$ cat config.mk
export PLATFORM = sky130hd
export DESIGN_NAME = crcp_panel
export DESIGN_NICKNAME = d
export VERILOG_FILES = /design/src/verilog/crcp_pkg.sv /design/src/verilog/crcp_panel.sv /design/src/verilog/crcp_rate_div.sv
export VERILOG_INCLUDE_DIRS = /design/src /design/src/verilog
export SDC_FILE = /design/constraint.sdc
export NUM_CORES = 1
export LEC_CHECK = 0
export ABC_AREA = 1
export ABC_CLOCK_PERIOD_IN_PS = 1500
export BUFFER_PORTS_ARGS = -buffer_cell sky130_fd_sc_hd__buf_2
export CORE_UTILIZATION = 44
export DETAILED_ROUTE_END_ITERATION = 10
export GPL_ROUTABILITY_DRIVEN = 0
export PLACE_DENSITY = 0.84
export SLEW_MARGIN = 20
export SYNTH_ARGS = -nofsm -noshare
export SYNTH_HDL_FRONTEND = slang
export SYNTH_SLANG_ARGS = --single-unit
$ cat constraint.sdc
create_clock -name clock_in -period 1.5 [get_ports clock_in]
set_input_delay 0.15 -clock clock_in [delete_from_list [all_inputs] [get_ports clock_in]]
set_output_delay 0.15 -clock clock_in [all_outputs]
set_load 0.01 [all_outputs]
$ cat src/verilog/crcp_regs.svh
`ifndef CRCP_REGS_SVH
`define CRCP_REGS_SVH
// processor word width and digit width of the display
`define CRCP_WORD_W 16
`define CRCP_DIGIT_W 3
// sense switch skip instruction codes, octal
`define CRCP_SKIP_SET_BASE 16'o004000
`define CRCP_SKIP_CLR_BASE 16'o005000
`define CRCP_SKIP_SEL_MASK 16'o177760
// display source selector codes
`define CRCP_SRC_ACC 3'h0
`define CRCP_SRC_SEC 3'h1
`define CRCP_SRC_IDX 3'h2
`define CRCP_SRC_PC 3'h3
`define CRCP_SRC_INST1 3'h4
`define CRCP_SRC_INST2 3'h5
`define CRCP_SRC_MADDR 3'h6
`define CRCP_SRC_MDATA 3'h7
// run rate selector codes
`define CRCP_RATE_FULL 2'h0
`define CRCP_RATE_STEP 2'h1
`define CRCP_RATE_VAR 2'h2
// key lock codes
`define CRCP_KEY_NORMAL 2'h0
`define CRCP_KEY_LOCK 2'h1
`define CRCP_KEY_BOOT 2'h2
// reset values and rate counter width
`define CRCP_DISP_RST 16'h0000
`define CRCP_RATE_CNT_W 16
`endif
$ cat src/verilog/crcp_pkg.sv
package crcp_pkg;
    typedef enum logic [1:0] {
        CRCP_HALT,
        CRCP_RUN,
        CRCP_STEP,
        CRCP_STOPPING
    } crcp_state_t;

    // operator key presses, each a one-cycle pulse
    typedef struct packed {
        logic clear;
        logic numeral;
        logic [2:0] digit;
        logic enter;
        logic halt;
        logic run;
        logic init;
    } crcp_keys_t;

    // write-back request to the processor
    typedef struct packed {
        logic valid;
        logic [2:0] target;
        logic [15:0] addr;
        logic [15:0] data;
    } crcp_wr_t;
endpackage

$ cat src/verilog/crcp_panel.sv
// Function
// - master clear resets control logic and, in normal key position, leaves processor halted
// - halt stops only after the current instruction completes
// - run starts processor at the rate the selector gives
// - full speed position runs instructions continuously at maximum rate
// - single step position executes exactly one instruction per run
// - variable position runs continuously at operator-set reduced rate
// - source selector picks register or memory word for the display
// - clear key blanks display and hands it to operator entry
// - each numeral key shifts its digit into the display value
// - enter writes the keyed-in entry value to the selected register or memory
// - four sense switches readable by skip-if-set and skip-if-clear codes
// - normal key position leaves every control working
// - lock position ignores enter, halt, master clear and run
// - bootstrap position plus master clear starts the bootstrap loader
// - overflow lamp follows the processor overflow flag
// - interrupt-armed lamp follows the processor arm state
`include "crcp_regs.svh"
`timescale 1ns/1ps
`default_nettype none
module crcp_panel
    import crcp_pkg::*;
#(
    parameter int WORD_W = `CRCP_WORD_W,
    parameter int RATE_W = `CRCP_RATE_CNT_W
) (
    input wire logic clock_in,
    input wire logic nrst_in,
    input wire crcp_keys_t keys_in,
    input wire logic [2:0] source_sel_in,
    input wire logic [1:0] run_rate_in,
    input wire logic [RATE_W-1:0] rate_setting_in,
    input wire logic [1:0] key_lock_in,
    input wire logic [3:0] operator_sense_switches_in,
    input wire logic [WORD_W-1:0] acc_in,
    input wire logic [WORD_W-1:0] sec_acc_in,
    input wire logic [WORD_W-1:0] index_in,
    input wire logic [WORD_W-1:0] pc_in,
    input wire logic [WORD_W-1:0] mem_at_pc_in,
    input wire logic [WORD_W-1:0] mem_at_pc1_in,
    input wire logic [WORD_W-1:0] mem_at_addr_in,
    input wire logic instr_done_in,
    input wire logic [WORD_W-1:0] skip_code_in,
    input wire logic overflow_in,
    input wire logic int_armed_in,
    output logic cpu_reset_out,
    output logic boot_start_out,
    output logic exec_enable_out,
    output logic halted_out,
    output logic skip_out,
    output logic [WORD_W-1:0] display_out,
    output logic display_blank_out,
    output crcp_wr_t write_out,
    output logic overflow_lamp_out,
    output logic armed_lamp_out
);
    ////////////////////////////////////////////////////////////////////
    // key lock gating and decode helpers
    ////////////////////////////////////////////////////////////////////
    logic locked;
    logic do_run;
    logic do_halt;
    logic do_init;
    logic do_enter;
    logic rate_tick;

    // one-hot sense switch select from a skip code, or 4'h0 when not a switch test
    function automatic logic [3:0] switch_pick(input logic [WORD_W-1:0] c,
                                               input logic [WORD_W-1:0] base);
        logic [3:0] sel;
        sel = 4'h0;
        if ((c & `CRCP_SKIP_SEL_MASK) == base) begin
            unique case (c[3:0])
                4'h1: sel = 4'h1;
                4'h2: sel = 4'h2;
                4'h4: sel = 4'h4;
                4'h8: sel = 4'h8;
                default: sel = 4'h0;
            endcase
        end
        return sel;
    endfunction

    // lock position swallows the four operating switches
    // lock suppresses switches
    assign locked = (key_lock_in == `CRCP_KEY_LOCK);
    assign do_run = keys_in.run && !locked;
    assign do_halt = keys_in.halt && !locked;
    assign do_init = keys_in.init && !locked;
    assign do_enter = keys_in.enter && !locked;

    ////////////////////////////////////////////////////////////////////
    // run control
    ////////////////////////////////////////////////////////////////////
    crcp_state_t state;
    crcp_state_t next_state;
    logic exec_en;
    logic next_exec_en;
    logic cpu_rst;
    logic next_cpu_rst;
    logic boot;
    logic next_boot;
    logic var_mode;
    logic next_var_mode;
    logic active;
    logic next_active;
    logic halted;
    logic next_halted;

    // the divider only counts while running at the variable rate
    crcp_rate_div #(
        .CNT_W(RATE_W)
    ) u_rate (
        .clock_in(clock_in),
        .nrst_in(nrst_in),
        .enable_in(state == CRCP_RUN && var_mode),
        .setting_in(rate_setting_in),
        .tick_out(rate_tick)
    );

    // exec_enable is a permit to start an instruction; the processor
    // finishes whatever it began even after the permit drops
    always_comb begin
        next_state = state;
        next_cpu_rst = 1'b0;
        next_boot = 1'b0;
        next_var_mode = var_mode;
        next_exec_en = 1'b0;
        // an instruction is in flight from its permit until its done pulse
        next_active = exec_en || (active && !instr_done_in);
        if (do_init) begin
            next_cpu_rst = 1'b1;
            next_active = 1'b0;
            next_state = CRCP_HALT;
            next_var_mode = 1'b0;
            if (key_lock_in == `CRCP_KEY_BOOT) begin
                next_boot = 1'b1;
                next_state = CRCP_RUN;
            end
        end else begin
            unique case (state)
                CRCP_HALT: begin
                    if (do_run) begin
                        unique case (run_rate_in)
                            `CRCP_RATE_STEP: begin
                                next_state = CRCP_STEP;
                                next_exec_en = 1'b1;
                            end
                            `CRCP_RATE_VAR: begin
                                next_state = CRCP_RUN;
                                next_var_mode = 1'b1;
                            end
                            default: begin
                                next_state = CRCP_RUN;
                                next_var_mode = 1'b0;
                            end
                        endcase
                    end
                end
                CRCP_RUN: begin
                    next_exec_en = var_mode ? rate_tick : 1'b1;
                    if (do_halt) begin
                        next_state = CRCP_STOPPING;
                        next_exec_en = 1'b0;
                    end
                end
                CRCP_STEP: begin
                    // halt is not taken here; a step runs to its end
                    // back to halt
                    if (instr_done_in) begin
                        next_state = CRCP_HALT;
                    end
                end
                CRCP_STOPPING: begin
                    // exec_en is already low here, so only active tells
                    // halt at boundary
                    if (instr_done_in || !active) begin
                        next_state = CRCP_HALT;
                    end
                end
            endcase
        end
        // halted is kept in a flop so the output has no decode glitches
        next_halted = (next_state == CRCP_HALT);
    end

    always_ff @(posedge clock_in) begin
        if (!nrst_in) begin
            state <= CRCP_HALT;
            exec_en <= 1'b0;
            cpu_rst <= 1'b0;
            boot <= 1'b0;
            var_mode <= 1'b0;
            active <= 1'b0;
            halted <= 1'b1;
        end else begin
            state <= next_state;
            exec_en <= next_exec_en;
            cpu_rst <= next_cpu_rst;
            boot <= next_boot;
            var_mode <= next_var_mode;
            active <= next_active;
            halted <= next_halted;
        end
    end

    ////////////////////////////////////////////////////////////////////
    // display and operator entry
    ////////////////////////////////////////////////////////////////////
    logic entry_mode;
    logic next_entry_mode;
    logic [WORD_W-1:0] entry;
    logic [WORD_W-1:0] next_entry;
    logic [WORD_W-1:0] disp;
    logic [WORD_W-1:0] next_disp;
    logic blank;
    logic next_blank;
    logic [WORD_W-1:0] maddr;
    logic [WORD_W-1:0] next_maddr;
    crcp_wr_t wr;
    crcp_wr_t next_wr;

    // the memory address register is panel-held so memory data can use it
    always_comb begin
        next_entry_mode = entry_mode;
        next_entry = entry;
        next_blank = 1'b0;
        next_maddr = maddr;
        next_wr = '0;
        if (keys_in.clear) begin
            next_entry_mode = 1'b1;
            next_entry = '0;
            next_blank = 1'b1;
        end else if (keys_in.numeral) begin
            next_entry_mode = 1'b1;
            next_entry = {entry[WORD_W-`CRCP_DIGIT_W-1:0], keys_in.digit};
        end else if (do_enter) begin
            next_wr.valid = 1'b1;
            next_wr.target = source_sel_in;
            next_wr.addr = maddr;
            next_wr.data = entry;
            // selector 6 also reloads the panel address register
            if (source_sel_in == `CRCP_SRC_MADDR) begin
                next_maddr = entry;
            end
            next_entry_mode = 1'b0;
        end
        // blank holds until the operator types a digit or enters
        if (entry_mode && !keys_in.clear && !keys_in.numeral
            && !do_enter) begin
            next_blank = blank;
        end
        unique case (source_sel_in)
            `CRCP_SRC_ACC: next_disp = acc_in;
            `CRCP_SRC_SEC: next_disp = sec_acc_in;
            `CRCP_SRC_IDX: next_disp = index_in;
            `CRCP_SRC_PC: next_disp = pc_in;
            `CRCP_SRC_INST1: next_disp = mem_at_pc_in;
            `CRCP_SRC_INST2: next_disp = mem_at_pc1_in;
            `CRCP_SRC_MADDR: next_disp = maddr;
            `CRCP_SRC_MDATA: next_disp = mem_at_addr_in;
        endcase
        if (next_entry_mode) begin
            next_disp = next_entry;
        end
    end

    always_ff @(posedge clock_in) begin
        if (!nrst_in) begin
            entry_mode <= 1'b0;
            entry <= `CRCP_DISP_RST;
            disp <= `CRCP_DISP_RST;
            blank <= 1'b0;
            maddr <= `CRCP_DISP_RST;
            wr <= '0;
        end else begin
            entry_mode <= next_entry_mode;
            entry <= next_entry;
            disp <= next_disp;
            blank <= next_blank;
            maddr <= next_maddr;
            wr <= next_wr;
        end
    end

    ////////////////////////////////////////////////////////////////////
    // sense switch skip and indicators
    ////////////////////////////////////////////////////////////////////
    logic skip;
    logic next_skip;
    logic ovf_lamp;
    logic arm_lamp;

    // the skip answer lags the code by one cycle
    // sense switch skip
    always_comb begin
        next_skip = |(switch_pick(skip_code_in, `CRCP_SKIP_SET_BASE)
                      & operator_sense_switches_in)
                    || |(switch_pick(skip_code_in, `CRCP_SKIP_CLR_BASE)
                         & ~operator_sense_switches_in);
    end

    always_ff @(posedge clock_in) begin
        if (!nrst_in) begin
            skip <= 1'b0;
            ovf_lamp <= 1'b0;
            arm_lamp <= 1'b0;
        end else begin
            skip <= next_skip;
            ovf_lamp <= overflow_in;
            arm_lamp <= int_armed_in;
        end
    end

    assign cpu_reset_out = cpu_rst;
    assign boot_start_out = boot;
    assign exec_enable_out = exec_en;
    assign halted_out = halted;
    assign skip_out = skip;
    assign display_out = disp;
    assign display_blank_out = blank;
    assign write_out = wr;
    assign overflow_lamp_out = ovf_lamp;
    assign armed_lamp_out = arm_lamp;
endmodule
`default_nettype wire

$ cat src/verilog/crcp_rate_div.sv
`timescale 1ns/1ps
`default_nettype none
// variable-rate step enable: one pulse each time the count reaches the
// operator setting; a setting of zero gives a pulse every cycle
module crcp_rate_div #(
    parameter int CNT_W = 16
) (
    input wire logic clock_in,
    input wire logic nrst_in,
    input wire logic enable_in,
    input wire logic [CNT_W-1:0] setting_in,
    output logic tick_out
);
    logic [CNT_W-1:0] count;
    logic [CNT_W-1:0] next_count;
    logic tick;
    logic next_tick;

    // count up and wrap at the setting
    always_comb begin
        next_count = count;
        next_tick = 1'b0;
        if (!enable_in) begin
            next_count = '0;
        end else if (count >= setting_in) begin
            next_count = '0;
            next_tick = 1'b1;
        end else begin
            next_count = count + 1'b1;
        end
    end

    always_ff @(posedge clock_in) begin
        if (!nrst_in) begin
            count <= '0;
            tick <= 1'b0;
        end else begin
            count <= next_count;
            tick <= next_tick;
        end
    end

    assign tick_out = tick;
endmodule
`default_nettype wire

== After elaboration in Yosys (flattened, before gate mapping) ==
Cells that the tools add are included.

* Add/subtract/negate cells: 1
* Multipliers: 0
* Div/mod/pow operators: 0
* $lt $le $gt $ge: 1
* Equal/unequal tests: 20
* Shift operators: 0
* Multiplexer cells: 29
* Bitwise operators: 9
* Reduce and logical (&&, ||, !) cells: 31

{| class="wikitable"
|+ Operators by type and width
! kind !! count
|-
| case mux 16 bit (8 select lines) || 1
|-
| two-way mux 16 bit || 3
|-
| two-way mux 36 bit || 1
|-
| equality test 12 x 8 -> 1 bit, second input constant || 2
|-
| adder 16 x 1 -> 16 bit, second input constant || 1
|-
| greater-or-equal comparator 16 bit || 1
|-
| case mux 4 bit (4 select lines) || 1
|-
| equality test 3 bit, second input constant || 4
|-
| two-way mux 1 bit || 12
|-
| two-way mux 2 bit || 6
|-
| OR reduction 4 bit || 3
|-
| logical AND 1 bit || 9
|-
| AND 4 bit || 2
|-
| equality test 2 bit, second input constant || 4
|-
| two-way mux 4 bit || 2
|-
| case mux 2 bit (4 select lines) || 1
|-
| equality test 2 x 1 -> 1 bit, second input constant || 3
|-
| equality test 3 x 2 -> 1 bit, second input constant || 2
|-
| logical NOT 1 bit || 6
|-
| NOT 1 bit || 6
|-
| OR reduction 3 bit || 2
|-
| equality test 4 x 1 -> 1 bit, second input constant || 1
|-
| equality test 4 x 2 -> 1 bit, second input constant || 1
|-
| equality test 4 x 3 -> 1 bit, second input constant || 1
|-
| 11 further kinds || 16
|}

* Register bits: 114
* Bits in latches: 0
* Bits in writable memories: 0
* Bits in read-only memories: 0
* Input port bits: 169
* Output and inout port bits: 60
* Logic and storage cells: 112
* Memories: 0

== Logic depth before layout (Yosys ltp) ==
Gate-level depths: netlist of the first run.

* Word-level depth: 7
* Mapped depth: 13
* Gate-level depth less buffers: 12

== Cells and area by module ==
From an unflattened synthesis of the first run, not the netlist that was laid out.

* Cell total of the unflattened synthesis: 864
* Area, all modules: 5730.5 um2

{| class="wikitable"
|+ By module, submodules not included
! module !! instances !! cells each !! area each (um2) !! seq. area each (um2)
|-
| crcp_panel || 1 || 687 || 4480.5 || 1941.9
|-
| crcp_rate_div || 1 || 177 || 1249.9 || 340.3
|}

== Worst setup path after synthesis of the first run ==
OpenSTA, ideal clock, no wires.

* Kind: reg2reg
* Start point: register u_rate.count[9]
* End point: register u_rate.count[10]
* Setup time: 0.064 ns
* Data arrival time: 1.404 ns
* Required time: 1.436 ns
* Setup slack: 0.032 ns
* Cell stages (with the launch flop): 8
* Buffers on the path: 1
* Period minus slack after synthesis: 1.468 ns
* Path through: dfxtp_1 -> ha_1 -> a21oi_1 -> o21ai_0 -> a21oi_1 -> nand3_2 -> buf_2 -> nor2_1

* Word-level cells in the longest chain between the ends: 2
* Elaborated cells between the ends (all ways): 3
* Those cells by class: add/sub (1); order compare (1); reduce/logical (1)

{| class="wikitable"
|+ RTL lines
! element !! RTL line !! RTL
|-
| from (decl) || crcp_rate_div.sv:14 || <nowiki>logic [CNT_W-1:0] count;</nowiki>
|-
| from (signal assigned) || crcp_rate_div.sv:38 || <nowiki>count <= next_count;</nowiki>
|-
| greater-or-equal comparator 16 bit || crcp_rate_div.sv:25 || <nowiki>end else if (count >= setting_in) begin</nowiki>
|-
| OR reduction 3 bit (no line) || n/a ||
|}

Parallel ways exist; a longest one is shown, timed or not.
A chain may end at the register's enable or synchronous reset.

== Worst setup path after layout of the first run ==
* Start point: register u_rate.count[1]
* End point: register u_rate.count[14]

Same word-level chain as after synthesis.

==> results of run 1 <==
## path summary, 6_finish.rpt
kind / start / endpoint / slack (ns) / cells past startpoint
worst max register to register: u_rate.count[1] / u_rate.count[14] / -0.03 / 8
worst min register to register: entry[7] / write_out[7] / 0.46 / 2
worst max-delay path: u_rate.count[1] / u_rate.count[14] / -0.03 / 8
worst min-delay path: skip_code_in[12] / skip_out / 0.005 / 4
## flip-flops by register name, indices dropped and copies added, names as in the netlist, 2 cells and up
signal        count
entry            16
display_out      16
write_out        36
u_rate.count     16
state             2
maddr            16
## worst register-to-register path: stages, from the launching register on
cell and delay, ns:
dfxtp_2 0.35, buf_4 0.12, ha_2 0.19, nand3_2 0.14, nor2_2 0.18, nand3_1 0.11
xnor2_1 0.18, inv_1 0.10, nor2_4 0.11
## metrics by stage
step | TNS (ns) | instances | setup WS (ns) | hold WS (ns)
2_1_floorplan | 0 | 824 | 0.0318 | 0.248
3_3_place_gp | 0 | 1235 | 0.0162 | 0.331
3_5_place_dp | -0.364 | 1235 | -0.0402 | 0.335
4_1_cts | 0 | 1269 | 0.00677 | 0.000122
5_1_grt | -1.42 | 1272 | -0.184 | 0.00944
6_report | -0.159 | 1272 | -0.0332 | 0.00528
## synth_stat cells, types with 2 or more instances
| master | number |
|---|---|
| clkbuf_8 | 2 |
| buf_2 | 11 |
| buf_6 | 3 |
| nor3_1 | 21 |
| dfxtp_1 | 114 |
| nand2_1 | 120 |
| o21ai_1 | 10 |
| a21oi_1 | 27 |
| nand4_1 | 5 |
| o21ai_0 | 79 |
| o21a_1 | 2 |
| xor2_1 | 6 |
| inv_2 | 4 |
| nor4_1 | 19 |
| inv_1 | 130 |
| ha_1 | 17 |
| nor2_1 | 152 |
| nor2_4 | 3 |
| a22oi_1 | 12 |
| clkbuf_1 | 14 |
| buf_4 | 2 |
| nand3_1 | 47 |
| xnor2_1 | 8 |
| nand3_2 | 2 |
## where the power goes
part | leakage, nW | internal (mW) | switching [mW] | total [mW]
logic | 2.72 | 0.408 | 0.564 | 0.971
clock network | 0.285 | 2.68 | 1.38 | 4.06
registers | 0.927 | 3.10 | 0.0356 | 3.13
## layer usage
layer	share of wire (%)	vias up
li1	-	3148
met1	39	2915
met2	47	392
met3	9.9	73
met4	4.7	0
met5	0	-
## final cells by class
class | instances | area, um^2
Antenna cell | 2 | 5.00
Clock buffer | 21 | 460
Clock inverter | 9 | 133
Fill cell | 1042 | 4520
Inverter | 136 | 513
Multi-Input combinational cell | 539 | 2880
Sequential cell | 114 | 2290
Tap cell | 172 | 215
Timing Repair Buffer | 279 | 1610
## cells by family after synthesis
logic type / Yosys count / share of synthesized area, %
and+or+nand+nor: 374 / 28.7
DFF: 114 / 40.1
adders and majority gates: 17 / 3.74
xor gates and xnor gates: 14 / 2.15
buffers and inverters: 171 / 12.7
AOI/OAI and AO/OA: 134 / 12.7
## what timing repair did
action,CTS,global route
hold buffers,2,0
pin swaps,4,13
gates cloned,1,0
resized for setup,10,41
setup endpoints to repair,15,17
buffers inserted,1,1
endpoints found under the hold margin,2,0
==> impl_metrics.ini, run 1 <==
[run_status]
run_status = finished with violations
violated_checks = negative setup slack

[worst_setup_path]
slowest_stage = dfxtp_2
path_cells = buf_4 -> ha_2 -> nand3_2 -> nor2_2 -> nand3_1 -> xnor2_1 -> inv_1 -> nor2_4
critPathKind = flop to flop
critical-path-max-stage-delay_ns = 0.35
path_buf_inv = 2
crit_family = simple AND/OR/NAND/NOR gates
required_ns = 1.85
critPathCaptureType = flop
cp-start-kind = flop
worstPathArrival_ns = 1.88
crit_path_max_fanout = 3

[logic_synthesis]
ys.warnings.count = 0
synth-edff-count = 0
synth_cell_types = 38
synth_top_cell_area_share_pct = 40.1
syn_inst = 824
register_bit_total_from_synthesis = 114
synthDominantAreaCellType = dfxtp_1
avgSynthCellArea_um2 = 6.91
synth-async-reset-ratio_pct = 0
syn-num-nets = 1010
synth_area_leaders = dfxtp_1 40%, nor2_1 10%, inv_1 8.6%
yosys_most_used_dff = dfxtp_1
synthesis.area_um2 = 5690
yosysSeqAreaShare_pct = 40.1

[clocking]
cts-root-buf = clkbuf_16
tritoncts.num_buffers = 17
tritoncts_num_sinks = 114
clk_latency_ns = 0.41
clk_pin_slew_worst_paths_ns = 0.05
largest_buffer_count_on_any_clock_path = 2
htreeDepth = 4
cts_tree = built

[power_and_ir_drop]
vdd_ir_drop_max_mv = 0.603
power_per_cell_area_nw_per_um2 = 1010
report.power.total_mw = 8.16
power.static_leakage_nw = 3.94

[die]
chipWidth_um = 116
die_area_um2 = 13400
die_y_um = 116
initial_utilization_pct = 45.1
ioPinCount = 229
core-area_um2 = 12600
row_count = 41

[sta]
finalSetupViolations = 9
fin_worst_skew_ns = 0.0107
drv_slew = 0
finalHoldViolCount = 0
setup_repair_after_global_routing_missed_its_margin = yes
slew_headroom_pct = 61.6
fmax_mhz = 652
timing.final.crit_share_pct = 102
worst-slew-pin-transition_ns = 0.576
finalCriticalPeriod_ns = 1.53
worst_slack_ns = -0.0332

[routing]
wl_per_cell_um = 15.7
vias_per_cell = 5.13
antenna_left = 0
first_pass_iters = 7
drt_first_iter_violations = 666
postRouteWirelength_mm = 20.0
drc_violations = 0
vias = 6528

[global_route]
vias_in_the_first_global_route = 5960
use_met3_pct = 9.57
grt_pass1_wl_mm = 29.1
globalRouteMet1Util_pct = 33.0
top_usage_layer = met2
grt_usage_pct = 28.9
use_met2_pct = 47.3
overflow = 0
number_of_antenna_violations_at_the_first_check_in_global_routing = 2
grt_start_max_net_pins = 36

[place]
place.port_buffers = 228
placed_cell_area_um2 = 7250
place_hpwl_mm = 14.9

[finish]
final_cell_mix = 228 x buf_2, 141 x nor2_1, 128 x inv_1
finalNetCount = 1273
most_common_cell_after_layout_fill_and_taps_aside = buf_2
area_growth_pct = 42.4
drive_above_1_share_pct = 32.5
post-route-util_pct = 64.2
fin_area_um2 = 8100

[run]
maxCapViolCount = 0

[hold_path]
min_path_type = primary input to flop
Power figures use the tool's default switching activity.
==> run 2, diff against run 1 <==
- ABC_AREA: 1 -> not set
==> impl_metrics.ini, run 2 <==
[run_status]
run_status = finished with violations
violated_checks = negative setup slack

[logic_synthesis]
synth_common_cells = 114 x dfxtp_1, 42 x mux2i_1, 39 x and2_1
synth-edff-count = 0
ys.warnings.count = 0
synth_cell_types = 57
register_bit_total_from_synthesis = 114
synth-async-reset-ratio_pct = 0
synthDominantAreaCellType = dfxtp_1
yosys_most_used_dff = dfxtp_1
post-synth-top-count-cell = dfxtp_1
syn-num-nets = 765
synthesis.area_um2 = 5460
syn_inst = 579
synth_area_leaders = dfxtp_1 42%, mux2i_1 7.7%, and2_1 4.5%
avgSynthCellArea_um2 = 9.43
synth_top_cell_area_share_pct = 41.8
yosysSeqAreaShare_pct = 41.8

[place]
place.port_buffers = 228
place.detailed.instances = 1009
dpl_worst_slack_ns = -0.350
place_hpwl_mm = 13.3

[routing]
vias_per_cell = 5.37
antenna_left = 0
vias = 5660
first_pass_iters = 5
drt_first_iter_violations = 372
drc_violations = 0
wl_per_cell_um = 17.9
postRouteWirelength_mm = 18.9

[clocking]
cts_tree = built
largest_buffer_count_on_any_clock_path = 2
htreeDepth = 4
clk_pin_slew_worst_paths_ns = 0.06
tritoncts.num_buffers = 17
clk_latency_ns = 0.41
cts-root-buf = clkbuf_16
tritoncts_num_sinks = 114

[global_route]
overflow = 0
grt_pass1_wl_mm = 28.1
vias_in_the_first_global_route = 5447
grt_start_max_net_pins = 27
number_of_antenna_violations_at_the_first_check_in_global_routing = 2
grt_usage_pct = 28.7

[die]
ioPinCount = 229
row_count = 40
die_y_um = 113
core-area_um2 = 12100
die_area_um2 = 12900
chipWidth_um = 113
initial_utilization_pct = 45.2

[worst_setup_path]
cp-start-kind = flop
critPathKind = flop to flop
critPathCaptureType = flop
worstPathArrival_ns = 2.13
crit_path_max_fanout = 7
required_ns = 1.80

[run]
maxCapViolCount = 0

[finish]
drive_above_1_share_pct = 47.4
finalNetCount = 1057
max_ffs_per_register = 36
stdcell_count = 1054
multiInputGateArea_um2 = 3320
most_common_cell_after_layout_fill_and_taps_aside = buf_2
final_cell_mix = 228 x buf_2, 101 x dfxtp_1, 68 x buf_4
fillerInstances = 874
area_growth_pct = 55.4
layout.area.seq_um2 = 2300

[sta]
finalCriticalPeriod_ns = 1.83
setup_repair_after_global_routing_missed_its_margin = yes
worst-slew-pin-transition_ns = 0.584
drv_slew = 0
fmax_mhz = 547
timing.final.crit_share_pct = 122
slew_headroom_pct = 61.0
fin_worst_skew_ns = 0.00847
worst_slack_ns = -0.327
finalHoldViolCount = 0
finalSetupViolations = 17

[power_and_ir_drop]
power.static_leakage_nw = 3.87
power_per_cell_area_nw_per_um2 = 969
report.power.total_mw = 8.22
vdd_ir_drop_max_mv = 0.670

[hold_path]
min_path_type = primary input to flop
[run 2: cell types whose count changed in the layout (fill, tap and decap cells not counted), moves of 14 or more]
cell      change
buf_4        +28
mux2i_1      +42
nor2b_1      +21
nor4_1       -16
o21ai_0      -41
nand2_1      -90
and2_1       +38
nor2_1      -120
nand3_1      -37
o211ai_1     +14
inv_1       -106
a221oi_1     +25
a21oi_1      -19
[run 2: worst paths after layout]
kind | endpoint | startpoint | depth (start not counted) | slack [ns]
min | skip_out | skip_code_in[10] | 4 | 0.01
min reg2reg | var_mode | var_mode | 2 | 0.47
max reg2reg | u_rate.count[5] | u_rate.count[14] | 8 | -0.33
max | u_rate.count[5] | u_rate.count[14] | 8 | -0.33
[run 2: final cells by class]
| type | count | area share, % |
|---|---|---|
| multi-input combinational | 401 | 39.2 |
| inverter | 22 | 0.974 |
| clock buffer | 18 | 5.18 |
| antenna | 2 | 0.0590 |
| sequential | 114 | 27.1 |
| timing repair buffer | 315 | 22.8 |
| tap | 168 | 2.48 |
| clock inverter | 14 | 2.18 |
[run 2: report_power, final]
part / leakage [nW] / internal (mW) / switching (mW)
Clock: 0.310 / 2.81 / 1.43
Combinational: 2.64 / 0.463 / 0.428
Sequential: 0.929 / 3.07 / 0.0161
[run 2: repair_timing]
item                                   CTS  global route
setup endpoints to repair               17            18
gates cloned                             2             1
hold buffers                             5             0
endpoints found under the hold margin    3             0
setup buffers                            2             1
pin swaps                               21             4
gates resized for setup                 38            27
[run 2: critical path, stage by stage (launching register included)]
cell,delay (ns)
dfxtp_2,0.35
ha_4,0.21
and4_4,0.19
buf_6,0.11
nand2_4,0.08
o211ai_1,0.10
buf_4,0.20
buf_12,0.16
nor4_4,0.31
[run 2: cells by family (layout without fill, tap and decap cells)]
logic type,Yosys count,count (layout),synth area share [%]
flip-flops,114,114,41.8
XOR/XNOR,12,12,1.93
other,0,2,0
buffers and inverters,64,369,4.70
AND/OR/NAND/NOR,195,195,21.0
adder cells (fa/ha/maj),17,17,3.90
AO/OA/AOI/OAI,122,122,16.1
multiplexers,55,55,10.6
[run 2: per-stage QoR]
stage               setup TNS (ns)  hold slack [ns]  cell area [um^2]  utilization (%)
floorplan                    -3.12            0.254              5540                -
global placement             -5.52            0.357              7310             60.6
detailed placement           -6.57            0.361              7310             60.6
CTS                          -4.33         0.000359              8310             68.9
global route                 -5.48           0.0161              8480             70.3
finish                       -4.55           0.0144              8480             70.3
[run 2: metal layers]
layer / vias to the layer above / part of all wire (%) / global-route usage, %
met5: - / 0.053 / 0
met4: 2 / 3.3 / 12.1
met3: 48 / 7.1 / 6.64
met2: 263 / 48 / 48.2
met1: 2629 / 41 / 35.4
li1: 2718 / - / -
